==> config.mk <==
export PLATFORM = sky130hd
export DESIGN_NAME = pdc_phase_cfg
export DESIGN_NICKNAME = d
export VERILOG_FILES = /design/src/core/pdc_pkg.sv /design/src/core/pdc_phase_cfg.sv
export SDC_FILE = /design/constraint.sdc
export NUM_CORES = 1
export LEC_CHECK = 0
export BUFFER_PORTS_ARGS = -buffer_cell sky130_fd_sc_hd__buf_4
export CORE_MARGIN = 3
export CORE_UTILIZATION = 55
export CTS_CLUSTER_SIZE = 40
export DETAILED_ROUTE_END_ITERATION = 8
export GPL_ROUTABILITY_DRIVEN = 0
export PLACE_DENSITY = 0.82
export SYNTH_ARGS = -nofsm -noshare
export SYNTH_HDL_FRONTEND = slang
export SYNTH_SLANG_ARGS = --single-unit
export TNS_END_PERCENT = 5
==> constraint.sdc <==
create_clock -name pclk -period 7.57 [get_ports pclk]
set_input_delay 0.3785 -clock pclk [delete_from_list [all_inputs] [get_ports pclk]]
set_output_delay 0.3785 -clock pclk [all_outputs]
set_load 0.005 [all_outputs]
==> src/core/pdc_pkg.sv <==
// Purpose: shared constants for the wide-range phase detector configuration slice
// Assumes: apb slave with 32-bit data, one aligned word per register
// Notes: field positions refer to the 8-bit coarse configuration register, status positions to the 32-bit status word
package pdc_pkg;
	localparam int PDC_ADDR_W = 12;
	localparam int PDC_DATA_W = 32;
	localparam int PDC_CFG_W = 8;

	localparam logic [PDC_ADDR_W-1:0] PDC_CFG_OFFSET = 12'h074;
	localparam logic [PDC_ADDR_W-1:0] PDC_STAT_OFFSET = 12'h078;

	localparam logic [PDC_CFG_W-1:0] PDC_CFG_RESET = 8'h85;
	localparam logic [PDC_CFG_W-1:0] PDC_CFG_WMASK = 8'hEF;

	localparam int PDC_BIT_LOSS_EN = 7;
	localparam int PDC_BIT_WIDE_EN = 6;
	localparam int PDC_BIT_MULTI = 5;
	localparam int PDC_LIM_MSB = 3;
	localparam int PDC_LIM_LSB = 0;
	localparam int PDC_LIM_W = 4;

	// largest limit code that widens the tracking span; higher codes saturate
	localparam logic [PDC_LIM_W-1:0] PDC_LIM_MAX_CODE = 4'hB;

	localparam int PDC_STAT_BIT_LOSS = 0;
	localparam int PDC_STAT_BIT_WIDE = 1;
	localparam int PDC_STAT_BIT_MULTI = 2;
	localparam int PDC_STAT_TRK_LSB = 16;

	typedef enum logic {
		PDC_IDLE = 1'b0,
		PDC_ACCESS = 1'b1
	} pdc_apb_t;
endpackage

==> src/core/pdc_phase_cfg.sv <==
// Purpose: coarse phase detector configuration register and phase result selection
// Assumes: phase samples come from detector logic on pclk; apb master on pclk
// Notes: one wait-free access phase; every output is registered
//
// Added by the designer: register access over APB.
`timescale 1ns/100ps
module pdc_phase_cfg
	import pdc_pkg::*;
#(
	parameter int UI_W = 16,
	parameter int FRAC_W = 12
) (
	input wire logic pclk, // apb and core clock
	input wire logic presetn, // asynchronous reset, active low
	input wire logic ce, // clock enable, freezes all state when low
	input wire logic psel, // apb select
	input wire logic penable, // apb access phase
	input wire logic pwrite, // apb direction, high for write
	input wire logic [pdc_pkg::PDC_ADDR_W-1:0] paddr, // apb byte address
	input wire logic [pdc_pkg::PDC_DATA_W-1:0] pwdata, // apb write data
	output logic [pdc_pkg::PDC_DATA_W-1:0] prdata, // apb read data
	output logic pready, // apb ready
	output logic pslverr, // apb error on unmapped address
	input wire logic ph_valid, // phase sample strobe from detector
	input wire logic signed [UI_W-1:0] ph_ui, // whole input cycles of phase error
	input wire logic [FRAC_W-1:0] ph_frac, // fraction of one input cycle
	output logic pll_valid, // phase result strobe to main_output_pll
	output logic signed [UI_W+FRAC_W-1:0] pll_phase, // phase result to main_output_pll
	output logic coarse_loss, // sampled phase beyond coarse limit
	output logic wide_active // wide-range tracker running
);
	import pdc_pkg::*;

	localparam int PW = UI_W + FRAC_W;
	localparam logic signed [PW-1:0] ONE_CYC = PW'(1) << FRAC_W;

	// span in whole cycles for a limit code: 1, 3, 7 ... doubling plus one
	function automatic logic [UI_W-1:0] lim_span(input logic [PDC_LIM_W-1:0] code);
		logic [PDC_LIM_W-1:0] c;
		c = (code > PDC_LIM_MAX_CODE) ? PDC_LIM_MAX_CODE : code;
		return (UI_W'(1) << (c + 4'h1)) - UI_W'(1);
	endfunction

	function automatic logic signed [UI_W-1:0] clamp_ui(input logic signed [UI_W-1:0] v,
		input logic [UI_W-1:0] lim);
		logic signed [UI_W-1:0] l;
		l = $signed(lim);
		if (v > l) begin
			return l;
		end else if (v < -l) begin
			return -l;
		end
		return v;
	endfunction

	// register file
	pdc_apb_t apb_state, next_apb_state;
	logic [PDC_CFG_W-1:0] cfg, next_cfg;
	logic [PDC_DATA_W-1:0] next_prdata;
	logic next_pready, next_pslverr;
	logic cfg_hit, stat_hit, wr_done;
	logic [PDC_DATA_W-1:0] stat_word;

	// tracker and result
	logic signed [UI_W-1:0] trk_ui, next_trk_ui;
	logic next_coarse_loss;
	logic next_pll_valid;
	logic signed [PW-1:0] next_pll_phase;
	logic [UI_W-1:0] lim;
	logic wide_en, loss_en, use_multi;
	logic signed [UI_W-1:0] abs_ui;
	logic signed [PW-1:0] full_ph;

	assign wide_en = cfg[PDC_BIT_WIDE_EN];
	assign loss_en = cfg[PDC_BIT_LOSS_EN];
	assign lim = lim_span(cfg[PDC_LIM_MSB:PDC_LIM_LSB]);
	// the coarse result only exists while the wide tracker runs
	assign use_multi = cfg[PDC_BIT_MULTI] && wide_en;
	assign abs_ui = (ph_ui < 0) ? -ph_ui : ph_ui;

	always_comb begin
		cfg_hit = 1'b0;
		stat_hit = 1'b0;
		if (paddr == PDC_CFG_OFFSET) begin
			cfg_hit = 1'b1;
		end else if (paddr == PDC_STAT_OFFSET) begin
			stat_hit = 1'b1;
		end
	end

	always_comb begin
		stat_word = '0;
		stat_word[PDC_STAT_BIT_LOSS] = coarse_loss;
		stat_word[PDC_STAT_BIT_WIDE] = wide_active;
		stat_word[PDC_STAT_BIT_MULTI] = use_multi;
		stat_word[PDC_STAT_TRK_LSB +: UI_W] = trk_ui;
	end

	assign wr_done = (apb_state == PDC_ACCESS) && psel && penable && pready && pwrite
		&& cfg_hit;

	// read data and error are latched at setup so pready can come from a flop
	always_comb begin
		next_apb_state = apb_state;
		next_pready = 1'b0;
		next_pslverr = 1'b0;
		next_prdata = prdata;
		next_cfg = cfg;
		case (apb_state)
			PDC_IDLE: begin
				if (psel && !penable) begin
					next_apb_state = PDC_ACCESS;
					next_pready = 1'b1;
					next_pslverr = !(cfg_hit || stat_hit);
					if (!pwrite && cfg_hit) begin
						next_prdata = {{(PDC_DATA_W-PDC_CFG_W){1'b0}}, cfg};
					end else if (!pwrite && stat_hit) begin
						next_prdata = stat_word;
					end else begin
						next_prdata = '0;
					end
				end
			end
			PDC_ACCESS: begin
				next_apb_state = PDC_IDLE;
				if (wr_done) begin
					// unused bit 4 stays zero
					next_cfg = pwdata[PDC_CFG_W-1:0] & PDC_CFG_WMASK;
				end
			end
			default: begin
				next_apb_state = PDC_IDLE;
			end
		endcase
	end

	always_ff @(posedge pclk or negedge presetn) begin
		if (!presetn) begin
			apb_state <= PDC_IDLE;
			pready <= 1'b0;
			pslverr <= 1'b0;
			prdata <= '0;
			cfg <= PDC_CFG_RESET;
		end else if (ce) begin
			apb_state <= next_apb_state;
			pready <= next_pready;
			pslverr <= next_pslverr;
			prdata <= next_prdata;
			cfg <= next_cfg;
		end
	end

	// tracker: keeps the multi-cycle phase even when the PLL sees only one cycle
	always_comb begin
		next_trk_ui = trk_ui;
		next_coarse_loss = coarse_loss;
		next_pll_valid = 1'b0;
		next_pll_phase = pll_phase;
		full_ph = '0;
		if (!wide_en) begin
			next_trk_ui = '0;
			next_coarse_loss = 1'b0;
		end else if (ph_valid) begin
			next_trk_ui = clamp_ui(ph_ui, lim);
			next_coarse_loss = loss_en && (abs_ui > $signed(lim));
		end
		if (ph_valid) begin
			next_pll_valid = 1'b1;
			if (wide_en) begin
				full_ph = {next_trk_ui, ph_frac};
			end else begin
				full_ph = {ph_ui, ph_frac};
			end
			if (use_multi) begin
				next_pll_phase = full_ph;
			end else if (full_ph > ONE_CYC) begin
				next_pll_phase = ONE_CYC;
			end else if (full_ph < -ONE_CYC) begin
				next_pll_phase = -ONE_CYC;
			end else begin
				next_pll_phase = full_ph;
			end
		end
	end

	always_ff @(posedge pclk or negedge presetn) begin
		if (!presetn) begin
			trk_ui <= '0;
			coarse_loss <= 1'b0;
			pll_valid <= 1'b0;
			pll_phase <= '0;
			wide_active <= 1'b0;
		end else if (ce) begin
			trk_ui <= next_trk_ui;
			coarse_loss <= next_coarse_loss;
			pll_valid <= next_pll_valid;
			pll_phase <= next_pll_phase;
			wide_active <= wide_en;
		end
	end
endmodule

==> results.md <==
* Dpl ws at slightly below 0.8 ns
* DR vias at 5800
* Top cells by instance count after synthesis: nand2_1 (84), dfrtp_1 (76), ha_1 (50)
* Achievable frequency at 143 MHz
* Post-CTS Resized at 0
* Worst min-delay path class: in -> async
* Post-synthesis cell area at roughly 6000 um2
* Synth Register Bits at between 70 and 80
* CTS Sinks at 79
* RSZ-0062 raised after global routing: no
* CTS Buf Count at 9
* Cells after Synth at ~660
* Status: complete, no violations
* Final-report hold violation count at 0
* Antenna viol nets, final at 0
* Core area at around 10000 um2
* Max incr delay on CP at approximately 0.75 ns
* Vias in the first global route at 5392
* Cts hold-fix bufs at 0
* Worst slew pin tran at slightly above 1 ns
* Syn avg cell area at just under 9 um2
* CP Cell Sequence: nor4_4 -> inv_1 -> ha_1 -> clkinv_1 -> maj3_1 -> nor2_1 -> a41oi_1 -> nor2_1 -> ha_1 -> a2111oi_2 -> o21ai_0 -> o31ai_2 -> buf_4 -> nor2_1 -> a21oi_1 -> nor2_1 -> o21ai_0 -> nand4b_1 -> nor4b_1 -> nand3b_1 -> ha_1 -> nand2_1 -> nand2_1 -> o221a_2
* WL/cell at roughly 19 um
* Nets at between 800 and 900
* Reg2Reg Capture Point: pll_phase[23]$_DFFE_PN0P_
* Worst setup EP type: register
* Netlist cell types at 77
* Register area share after synthesis at 0.335
* # rows at 37
* CTS tree: done
* Leak at approximately 0.0032 uW
* Reg power frac at 0.471
* Synth Warn # at 0
* Critical path's slowest cell: dfstp_2
* Drt first pass iters at 7
* Final Util at 0.668
* Final Max Slew Viols at 0
* Ys async rst share at 1.00
* Top cells by area, synth: dfrtp_1 (32%), ha_1 (11%), nand2_1 (5.3%)
* Total Power at 966 uW
* Final worst setup slack at around 0.6 ns
* Clk slew on worst S/H paths at about 0.09 ns
* Longest Clk Path Bufs at 2
* CP startpoint kind: register
* Share of layout cells above drive strength 1 at 0.226
* Gate power share at 0.230
* DRT iter0 DRCs at 839
* Final setup fails at 0
* Synthesis-to-layout area growth at 17.3%
* First-pass GRT wire length at roughly 27000 um
* Initial antenna violation count at 0
* I/O Buffers at ~110
* Ys flop type: dfrtp_1
* Worst-skew pair later-pin latency at 0.35 ns
* Reg2reg start: cfg[0]$_DFFE_PN1P_
* Final min period at between 6 and 7 ns
* Slew HR at 0.311
* R2R depth at 24
* Via density at 6.47
* Post-CTS Setup Inserts at 0
* Max H-tree Level at 3
* Fin area at 6930 um2
* CTS root buffer: clkbuf_8
* Final worst-path cycle share at 0.923
* Ports at roughly 140
* Sw Ratio at 0.307
* Drt drc at 0
* Die H at between 100 and 150 um
* Pin count of the biggest net entering global routing at 80
* TNS Setup at 0 ns
* CP top delay family: compound AO/OA/AOI/OAI gates
* Die area at between 10000 and 15000 um2
* Pwr per Cell Area at 139 nW/um2
* Most frequent CP cell: nor2_1
* Die X-Extent at about 110 um
* Worst-path fanout max at 18
* Critical path class: reg -> reg
* Congestion Overflow GR at 0
* DP Area at slightly below 7000 um2
* Int Pwr at between 600 and 700 uW
* DP Wirelength at roughly 13000 um
* Most numerous cell in the Yosys netlist: nand2_1
* Clock Power Share at 0.299
* Critical Path AT at between 7 and 8 ns
* Worst R2R Setup Slack at 0.58 ns
* Top-area cell type share of the netlist area at 0.322
* Fin Clk Skew at roughly 0.019 ns
* Overall Global Routing Usage at 0.289
* CP Buf/Inv Count at 3
* Req. time, crit path at 7.82 ns
* Switching power at roughly 300 uW
* Synth area leader: dfrtp_1
* Ant diodes at 0
* Max cap viols at 0
* Drt total wl at 17300 um
* Number of flops mapped to enable cells by yosys at 0
* Worst vdd ir at between 0.00008 and 0.00009 V
* Initial Util at 0.570
## flip-flops by register name, indices dropped and copies added, names as in the netlist
signal	cells
pll_valid	1
trk_ui	16
pll_phase	28
pslverr	1
cfg	7
coarse_loss	1
pready	1
prdata	23
wide_active	1
## cell type report
type / instances / area (um2)
clock inverters: 7 / 56.3
clock buffers: 9 / 124
flip-flops and latches: 79 / 1980
multi-input cells: 519 / 3620
fillers: 860 / 3440
repair buffers: 114 / 856
inverters: 33 / 124
well taps: 136 / 170
## worst register-to-register path, cell delays in order (launching register included)
cell and delay [ns]:
dfstp_2 0.75, nor4_4 0.12, inv_1 0.19, ha_1 0.33, clkinv_1 0.33, maj3_1 0.43, nor2_1 0.11, a41oi_1 0.06
nor2_1 0.29, ha_1 0.33, a2111oi_2 0.40, o21ai_0 0.21, o31ai_2 0.58, buf_4 0.32, nor2_1 0.05, a21oi_1 0.13
nor2_1 0.08, o21ai_0 0.45, nand4b_1 0.15, nor4b_1 0.32, nand3b_1 0.12, ha_1 0.31, nand2_1 0.08, nand2_1 0.33
o221a_2 0.41
## metal layers
metal / share of wire / track usage / up-vias
met5: 0 / 0 / -
met3: 0.088 / 0.0417 / 74
li1: - / - / 2650
met1: 0.40 / 0.379 / 2724
met4: 0.047 / 0.140 / 0
met2: 0.46 / 0.468 / 352
## cells in the final DEF, fill, tap and decap left out, types with 10 or more instances in the layout
cell,synthesis,final
a21o_1,12,12
conb_1,2,15
xnor2_1,18,18
nand4_1,10,10
nor4_1,14,14
nand2_1,84,84
inv_1,32,32
a32o_1,14,14
dfrtp_1,76,76
ha_1,50,50
nand3_1,24,24
nor3_1,14,14
buf_4,9,114
o21ai_0,42,42
o221a_2,12,12
a21oi_1,34,34
o31ai_1,10,10
nor2_1,28,28
## power by group through the flow
stage / sequential [uW] / combinational (uW) / clock, uW
floorplan: 463 / 119 / 0
global placement: 462 / 209 / 0
detailed placement: 463 / 218 / 0
CTS: 455 / 219 / 291
global route: 457 / 243 / 313
finish: 455 / 222 / 289
## worst max-delay path by stage
| stage | startpoint | end | slack (ns) | cells after the start |
|---|---|---|---|---|
| 2_1_floorplan | cfg[2]$_DFFE_PN1P_ | pll_phase[25]$_DFFE_PN0P_ | 1.82 | 26 |
| 3_3_place_gp | cfg[0]$_DFFE_PN1P_ | pll_phase[20]$_DFFE_PN0P_ | 1.04 | 24 |
| 3_5_place_dp | cfg[0]$_DFFE_PN1P_ | pll_phase[16]$_DFFE_PN0P_ | 0.79 | 24 |
| 4_1_cts | cfg[0]$_DFFE_PN1P_ | pll_phase[18]$_DFFE_PN0P_ | 0.77 | 24 |
| 5_1_grt | cfg[0]$_DFFE_PN1P_ | pll_phase[16]$_DFFE_PN0P_ | 0.08 | 24 |
| 6_report | cfg[0]$_DFFE_PN1P_ | pll_phase[23]$_DFFE_PN0P_ | 0.58 | 24 |
## per-stage QoR
stage               hold WS, ns  std cells
floorplan                0.0829        677
global placement          0.459        881
detailed placement        0.461        881
CTS                       0.202        897
global route              0.246        897
finish                    0.163        897
## kinds of logic (layout without fill, tap and decap cells)
logic type                 count (synthesis)  after routing  synth area share
other                                      2             15           0.00127
DFF                                       79             79             0.335
adders and majority gates                 52             52             0.110
xor gates and xnor gates                  19             19            0.0282
and+or+nand+nor                          218            218             0.185
buffers and inverters                     79            163            0.0602
AOI/OAI and AO/OA                        201            201             0.255
muxes                                     14             14            0.0254
(Power assumes the default switching activity.)
